[config.mk]
export PLATFORM = sky130hd
export DESIGN_NAME = pta_top
export DESIGN_NICKNAME = d
export VERILOG_FILES = /design/src/rtl/pta_cyc_div.v /design/src/rtl/pta_top.v
export VERILOG_INCLUDE_DIRS = /design/src /design/src/rtl
export SDC_FILE = /design/constraint.sdc
export NUM_CORES = 1
export LEC_CHECK = 0
export BUFFER_PORTS_ARGS = -buffer_cell sky130_fd_sc_hd__buf_2
export CAP_MARGIN = 20
export CORE_ASPECT_RATIO = 0.7
export CORE_UTILIZATION = 35
export CTS_BUF_LIST = sky130_fd_sc_hd__clkbuf_8
export DETAILED_ROUTE_END_ITERATION = 7
export PLACE_DENSITY = 0.78
export SLEW_MARGIN = 10
export SYNTH_ARGS = -nofsm -noshare
export SYNTH_HDL_FRONTEND = slang
export SYNTH_SLANG_ARGS = --single-unit
[constraint.sdc]
create_clock -name hclk -period 3.6 [get_ports hclk]
set_input_delay 0.54 -clock hclk [delete_from_list [all_inputs] [get_ports hclk]]
set_output_delay 0.54 -clock hclk [all_outputs]
set_load 0.02 [all_outputs]
[src/rtl/pta_map.vh]
// Register offsets, reset values, oscillator mode codes and field positions for the port block
`ifndef PTA_MAP_VH
`define PTA_MAP_VH
`define PTA_OFS_PINS 5'h00
`define PTA_OFS_LATCH 5'h04
`define PTA_OFS_DIR 5'h08
`define PTA_OFS_ANS_LO 5'h0c
`define PTA_OFS_ANS_HI 5'h10
`define PTA_OFS_OSC_MODE 5'h14
`define PTA_RST_LATCH 8'h00
`define PTA_RST_DIR 8'hff
`define PTA_RST_ANS_LO 8'h3f
`define PTA_RST_ANS_HI 1'h1
`define PTA_RST_OSC 3'h0
`define PTA_ANS_LO_MASK_SMALL 8'h1f
// Oscillator mode codes
`define PTA_OSC_CRYSTAL 3'h0
`define PTA_OSC_RC_CLKOUT 3'h1
`define PTA_OSC_RC_IO 3'h2
`define PTA_OSC_INT_CLKOUT 3'h3
`define PTA_OSC_INT_IO 3'h4
`define PTA_OSC_EXT_CLKOUT 3'h5
`define PTA_OSC_EXT_IO 3'h6
`define PTA_OSC_EXT_OSC 3'h7
`define PTA_BIT6 6
`define PTA_BIT7 7
`define PTA_CYC_DIV_MAX 2'h3
`define PTA_CYC_HALF 2'h2
`endif

[src/rtl/pta_cyc_div.v]
// Divider producing the instruction cycle clock, one quarter of the core clock
`timescale 1ns/10ps
`include "pta_map.vh"
module pta_cyc_div (
    input wire hclk,
    input wire hresetn,
    output reg cyc_clk_q
);
    reg [1:0] cnt_q;

    // Count four core cycles; high for two, low for two
    always @(posedge hclk or negedge hresetn) begin
        if (!hresetn) begin
            cnt_q <= 2'h0;
            cyc_clk_q <= 1'b0;
        end else begin
            cnt_q <= (cnt_q == `PTA_CYC_DIV_MAX) ? 2'h0 : cnt_q + 2'h1;
            cyc_clk_q <= (cnt_q == `PTA_CYC_DIV_MAX) || (cnt_q < `PTA_CYC_HALF - 2'h1);
        end
    end
endmodule // pta_cyc_div

[src/rtl/pta_top.v]
// Eight-bit general purpose port with analog select and oscillator pin gating
`timescale 1ns/10ps
`include "pta_map.vh"
module pta_top #(
    parameter LARGE_PKG = 1
) (
    input wire hclk,
    input wire hresetn,
    input wire hsel,
    input wire [31:0] haddr,
    input wire [1:0] htrans,
    input wire hwrite,
    input wire [2:0] hsize,
    input wire [31:0] hwdata,
    input wire hready,
    output wire hreadyout,
    output wire hresp,
    output reg [31:0] hrdata,
    input wire [7:0] pin_in,
    output reg [7:0] pin_out,
    output reg [7:0] pin_oe,
    output wire [7:0] analog_en,
    output wire [2:0] capture_in,
    output wire encoder_index_input,
    output wire encoder_channel_a,
    output wire encoder_channel_b,
    output wire [2:0] osc_mode
);
    reg [7:0] port_output_latch_q;
    reg [7:0] port_direction_q;
    reg [7:0] analog_select_low_q;
    reg analog_select_high_q;
    reg [2:0] osc_mode_q;
    reg wr_pend_q;
    reg rd_pend_q;
    reg [4:0] addr_q;
    wire cyc_clk;
    wire [7:0] ans_mask;
    wire [7:0] ans_pin;
    wire [7:0] io_avail;
    wire [7:0] dig_in;
    wire [7:0] pins_rd;
    wire bit6_io;
    wire bit6_clkout;
    wire bit7_io;
    wire xfer;
    genvar gi;

    pta_cyc_div u_div (
        .hclk(hclk),
        .hresetn(hresetn),
        .cyc_clk_q(cyc_clk)
    );

    // Single-cycle answers, always OKAY
    assign hreadyout = 1'b1;
    assign hresp = 1'b0;
    assign xfer = hsel && hready && htrans[1];

    // Oscillator modes that free bits 6 and 7, or drive the cycle clock
    assign bit6_io = (osc_mode_q == `PTA_OSC_RC_IO) || (osc_mode_q == `PTA_OSC_INT_IO) ||
                     (osc_mode_q == `PTA_OSC_EXT_IO);
    assign bit6_clkout = (osc_mode_q == `PTA_OSC_RC_CLKOUT) ||
                         (osc_mode_q == `PTA_OSC_INT_CLKOUT) ||
                         (osc_mode_q == `PTA_OSC_EXT_CLKOUT);
    assign bit7_io = (osc_mode_q == `PTA_OSC_INT_CLKOUT) ||
                     (osc_mode_q == `PTA_OSC_INT_IO);
    assign io_avail = {bit7_io, bit6_io, 6'h3f};

    // Analog select per pin: bit 5 only on the large package
    assign ans_mask = (LARGE_PKG != 0) ? 8'hff : `PTA_ANS_LO_MASK_SMALL;
    assign ans_pin = {2'h0, analog_select_low_q[5:0] & ans_mask[5:0]};
    assign analog_en = ans_pin;
    assign osc_mode = osc_mode_q;

    // Per-pin digital input path and pin read value
    generate
        for (gi = 0; gi < 8; gi = gi + 1) begin : g_pin
            assign dig_in[gi] = pin_in[gi] & ~ans_pin[gi] & io_avail[gi];
            assign pins_rd[gi] = dig_in[gi];
        end
    endgenerate

    // Capture and encoder inputs blocked while analog
    assign capture_in = dig_in[4:2];
    assign encoder_index_input = dig_in[2];
    assign encoder_channel_a = dig_in[3];
    assign encoder_channel_b = dig_in[4];

    // Pin drivers; oscillator functions override direction
    always @(posedge hclk or negedge hresetn) begin
        if (!hresetn) begin
            pin_out <= 8'h00;
            pin_oe <= 8'h00;
        end else begin
            pin_out <= port_output_latch_q & io_avail;
            pin_oe <= ~port_direction_q & io_avail;
            if (bit6_clkout) begin
                pin_out[`PTA_BIT6] <= cyc_clk;
                pin_oe[`PTA_BIT6] <= 1'b1;
            end
        end
    end

    // Address phase capture
    always @(posedge hclk or negedge hresetn) begin
        if (!hresetn) begin
            wr_pend_q <= 1'b0;
            rd_pend_q <= 1'b0;
            addr_q <= 5'h00;
        end else begin
            wr_pend_q <= xfer && hwrite;
            rd_pend_q <= xfer && !hwrite;
            if (xfer) begin
                addr_q <= haddr[4:0];
            end
        end
    end

    // Register writes in the data phase
    always @(posedge hclk or negedge hresetn) begin
        if (!hresetn) begin
            port_output_latch_q <= `PTA_RST_LATCH;
            port_direction_q <= `PTA_RST_DIR;
            analog_select_low_q <= `PTA_RST_ANS_LO;
            analog_select_high_q <= `PTA_RST_ANS_HI;
            osc_mode_q <= `PTA_RST_OSC;
        end else if (wr_pend_q) begin
            case (addr_q)
                `PTA_OFS_PINS: port_output_latch_q <= hwdata[7:0];
                `PTA_OFS_LATCH: port_output_latch_q <= hwdata[7:0];
                `PTA_OFS_DIR: port_direction_q <= hwdata[7:0];
                `PTA_OFS_ANS_LO: analog_select_low_q <= hwdata[7:0] & ans_mask;
                `PTA_OFS_ANS_HI: analog_select_high_q <= hwdata[0] & (LARGE_PKG != 0);
                `PTA_OFS_OSC_MODE: osc_mode_q <= hwdata[2:0];
                default: ;
            endcase
        end
    end

    // Read data; bits 7 and 6 of the pin, latch and direction reads are zero unless freed
    always @* begin
        hrdata = 32'h0;
        if (rd_pend_q) begin
            case (addr_q)
                `PTA_OFS_PINS: hrdata[7:0] = pins_rd;
                `PTA_OFS_LATCH: hrdata[7:0] = port_output_latch_q & io_avail;
                `PTA_OFS_DIR: hrdata[7:0] = port_direction_q & io_avail;
                `PTA_OFS_ANS_LO: hrdata[7:0] = analog_select_low_q;
                `PTA_OFS_ANS_HI: hrdata[0] = analog_select_high_q;
                `PTA_OFS_OSC_MODE: hrdata[2:0] = osc_mode_q;
                default: hrdata = 32'h0;
            endcase
        end
    end
endmodule // pta_top

Yosys cells after proc, flatten, opt, wreduce, memory -nomap -nowiden
Cells that the tools add are included.

Register bits: 54. Bits in latches: 0. Memory bits (writable): 0. ROM bits: 0. Output and inout port bits: 67. Memories kept: 0.

Add/subtract/negate cells: 1. $mul: 0. Div/mod/pow operators: 0. $lt $le $gt $ge: 1. Equality and inequality tests: 12. Shift-type cells: 0. Multiplexer cells: 7. Bitwise operators: 18. Reductions and logical operators: 18.

Operators by type and width (count): bitwise AND 8 bit (3); one-hot mux 5 bit (4 select lines) (1); equality test 5 x 4 -> 1 bit (second input constant) (2); equality test 5 bit (second input constant) (2); one-hot mux 2 bit (5 select lines) (1); AND reduction 2 bit (5); equality test 3 bit (second input constant) (3); bitwise AND 1 bit (8); 2-to-1 mux 8 bit (1); NOT 8 bit (1); equality test 3 x 2 -> 1 bit (second input constant) (2); logical OR 1 bit (6); NOT 1 bit (6); one-hot mux 1 bit (6 select lines) (1); equality test 5 x 3 -> 1 bit (second input constant) (1); zero test 5 bit (1); logical AND 1 bit (4); equality test 3 x 1 -> 1 bit (second input constant) (1); adder 2 x 1 -> 2 bit (second input constant) (1); equality test 2 bit (second input constant) (1); < comparator 2 x 1 -> 1 bit (second input constant) (1); 2-to-1 mux 1 bit (2); 2-to-1 mux 2 bit (1); OR reduction 2 bit (1); zero test 1 bit (1).

Longest topological paths before layout
Depth in word-level cells: 6. Gate-level depth with buffers: 6. Mapped depth without buffers: 4.

By module
A second synthesis with hierarchy kept.

Cells, all modules: 215. Area, all modules: 2621.3 µm².

Modules (own cells, without submodules): pta_top (times used 1, cells each 209, area each 2526.2 µm², sequential area each 1295.0 µm²); pta_cyc_div (times used 1, cells each 6, area each 95.1 µm², sequential area each 75.1 µm²).

Worst setup path before layout
Ideal clock, no wire load.

Path kind: input port to output port. From: input pin_in[2]. To: output hrdata[2]. Data arrival time: 1494 ps. Setup slack: 1566 ps. Stages: 4. Buffers on the path: 0. Cells stage by stage: or3b_1 a221oi_1 a221oi_1 nor2b_1.

Longest elaborated chain between the ends: 3.

RTL lines: start, declared (RTL line pta_top.v:19) `input wire [7:0] pin_in,`; bitwise AND 1 bit (RTL line pta_top.v:79) `assign dig_in[gi] = pin_in[gi] & ~ans_pin[gi] & io_avail[gi];`; one-hot mux 2 bit (5 select lines) (RTL line pta_top.v:145) `case (addr_q)`; 2-to-1 mux 8 bit (RTL line pta_top.v:144) `if (rd_pend_q) begin`; end, declared (RTL line pta_top.v:18) `output reg [31:0] hrdata,`.

No other way between the ends.

Worst setup path after layout
From: register addr_q[4]. To: output hrdata[3].

Longest elaborated chain between the ends: 3. Elaborated cells on any way between the ends: 6. Classes of those cells: eq/ne: 3; mux: 2; reduce/logical: 1.

RTL lines: start, declared (RTL line pta_top.v:36) `reg [4:0] addr_q;`; start signal, assigned (RTL line pta_top.v:115) `addr_q <= haddr[4:0];`; equality test 5 x 4 -> 1 bit, or another cell as far along (RTL line pta_top.v:145); one-hot mux 5 bit (4 select lines) * (RTL line pta_top.v:145); 2-to-1 mux 8 bit * (RTL line pta_top.v:144).

Every way passes the cells marked *; elsewhere a longest branch is shown, timed or not.

==> results.cfg <==
[timing]
period_share_pct = 76.9
setup_viol_count_final = 0
skew_ns = 0.00859
tns_ns = 0
hold_ws_ns = 0.223
rsz0062_at_grt = false
relSlewSlack_pct = 63.5
period_minus_slack_ns = 2.77
final-hold-violation-count = 0
maxClockFrequency_mhz = 361
tightest_slew_ns = 0.548
drv_slew = 0

[cts]
htree_levels = 2
clk_pin_slew_ns = 0.09
clock_latency_ns = 0.29
cts_tree = built
cts_setup_buffers = 0
cts.path.max_buffers = 2
cts_made_buffers = 5
ctsHoldBuffers = 0
clock-sinks = 54
clockRootBuffer = clkbuf_8
cts_resized = 0

[power]
power_leakage_uw = 0.00155
power_density_mw_per_mm2 = 476
ir_worst_vdd_v = 0.000191

[route]
via_per_inst = 4.54
drt_first_pass_iters = 4
top_layer_used = met4
met3WireLength_um = 375
met2_length_um = 2430
ant_nets = 0
initialDrtViolationCount = 52
via_count = 1730
avgRoutedWirePerCell_um = 14.0
drc = 0
wl_met1_um = 2530
finalWirelength_um = 5340

[global_route]
grt_overflow_total = 0
grt_first_pass_wirelength_um = 8410
grt_max_degree = 46
grt_pass1_vias = 1603
track_usage_pct = 13.8
antenna_found_initial = 0

[hold_path]
min_path_type = in2async

[synthesis]
yosys.area.top_type_share_pct = 36.3
synth_area_sq_mm = 0.00269
synth-seq-area-share_pct = 51.0
synthTopCellsByArea = dfrtp_1 36%, dfstp_2 15%, mux2_2 10%
ys_ff_latch = 54
synthArstFlopShare_pct = 100
synth-edff-count = 0
synth_ff_type = dfrtp_1
ys_warn_count = 0
synth_largest_area_cell = dfrtp_1
netlist_instances = 226
avgSynthCellArea_sq_um = 11.9
synthDistinctLibCells = 42

[setup_path]
critPathKind = reg2out
cp_max_fo = 16
critPathLaunchType = register
critPathRequiredTime_ns = 3.06
r2r_cells = 3
endpoint_kind = output pin
critical_path_arrival_ns = 2.23

[layout]
drive_gt1_share_pct = 45.2
nets = 365
syn_to_final_growth_pct = 13.3
n_antenna_cell = 0
utilization_pct = 41.4

[floorplanning]
die_area_sq_mm = 0.00804
core_area_sq_mm = 0.00735
die_x_um = 107
rows = 26
ios = 149
die_h_um = 75.3
initial_core_util_pct = 36.5

[placement]
io_buffer_count = 65
gp_congestion = 0.782
dp_hpwl_um = 3990

[run]
max_cap_viol_count = 0

[run_status]
status = complete, no violations
-- cells by family after synthesis --
| family | Yosys count | synth area share, % |
|---|---|---|
| simple gates | 54 | 12.1 |
| other cells | 2 | 0.280 |
| buf+inv | 54 | 13.3 |
| mux | 37 | 16.4 |
| compound gates | 24 | 6.43 |
| fa+ha+maj | 1 | 0.466 |
| flops | 54 | 51.0 |
-- through the flow --
step | total power [uW] | cell area (sq um) | cells | worst slack, ns
4_1_cts | 1460 | 3020 | 380 | 0.814
2_1_floorplan | 1040 | 2780 | 252 | 1.57
3_5_place_dp | 1120 | 2920 | 372 | 1.18
3_3_place_gp | 1110 | 2920 | 372 | 1.18
5_1_grt | 1540 | 3040 | 381 | 0.682
6_report | 1450 | 3040 | 381 | 0.833
-- power by group --
group	internal [uW]	switching [uW]
Combinational	132	179
Sequential	716	84.1
Clock	153	185
Total	1000	448
-- worst max-delay path, stage by stage, from the launching register on --
cell     delay [ns]
dfrtp_1        0.58
nor3_1         0.46
nand2_1        0.33
nor3_1         0.27
a211o_1        0.13
buf_2          0.17
-- sequential cells by signal (all words and copies together), names as in the netlist --
register / count
analog_select_low_q: 8
pin_oe: 8
pin_out: 8
port_direction_q: 8
port_output_latch_q: 8
addr_q: 5
osc_mode: 3
u_div.cnt_q: 2
analog_select_high_q: 1
rd_pend_q: 1
u_div.cyc_clk_q: 1
wr_pend_q: 1
-- layer usage --
metal	vias to the layer above	global-route usage, %
met3	2	3.85
li1	823	-
met5	-	0
met4	0	1.83
met2	53	21.4
met1	852	19.8
-- layout by cell type, fill, tap and decap left out, types with 2 or more instances in the layout --
cell / instances
a211o_1: 5
a21oi_1: 2
a221oi_1: 4
a22oi_1: 3
and3_1: 4
and4b_1: 2
buf_2: 65
buf_4: 2
clkbuf_8: 6
conb_1: 28
dfrtp_1: 39
dfstp_2: 15
inv_1: 10
mux2_2: 25
mux2_4: 8
mux2i_1: 4
nand2_1: 10
nand2b_1: 2
nand3_1: 2
nand3b_1: 3
nor2_1: 12
nor2b_1: 5
nor3_1: 4
o21ai_0: 5
-- cell type report --
cell class	instances	area, sq um
clock inverter	2	8.76
tap	98	123
inverter	9	33.8
timing repair buffer	68	368
multi-input combinational	144	1060
clock buffer	6	82.6
sequential	54	1370
fill	731	4310
-- worst paths after layout --
check / from / end / slack, ns
worst max-delay path: addr_q[4]$_DFFE_PN0P_ / hrdata[3] / 0.83
worst min-delay path: hresetn / pin_out[1]$_DFF_PN0_ / 0.22
worst max register to register: addr_q[3]$_DFFE_PN0P_ / analog_select_low_q[6]$_DFFE_PN0P_ / 1.66
worst min register to register: port_output_latch_q[2]$_DFFE_PN0P_ / pin_out[2]$_DFF_PN0_ / 0.41
max in group asynchronous: hresetn / port_direction_q[3]$_DFFE_PN1P_ / 2.60
min in group hclk: hwrite / rd_pend_q$_DFF_PN0_ / 0.41
-- cells in the mapped netlist (all sizes together), types with 3 or more instances --
| cell | number |
|---|---|
| a211o | 5 |
| a221oi | 4 |
| a22oi | 3 |
| and3 | 4 |
| buf | 43 |
| dfrtp | 39 |
| dfstp | 15 |
| inv | 9 |
| mux2 | 33 |
| mux2i | 4 |
| nand2 | 12 |
| nand3b | 3 |
| nor2 | 14 |
| nor2b | 6 |
| nor3 | 4 |
| o21ai | 5 |
Note: power is estimated with default switching activity, not from simulation.
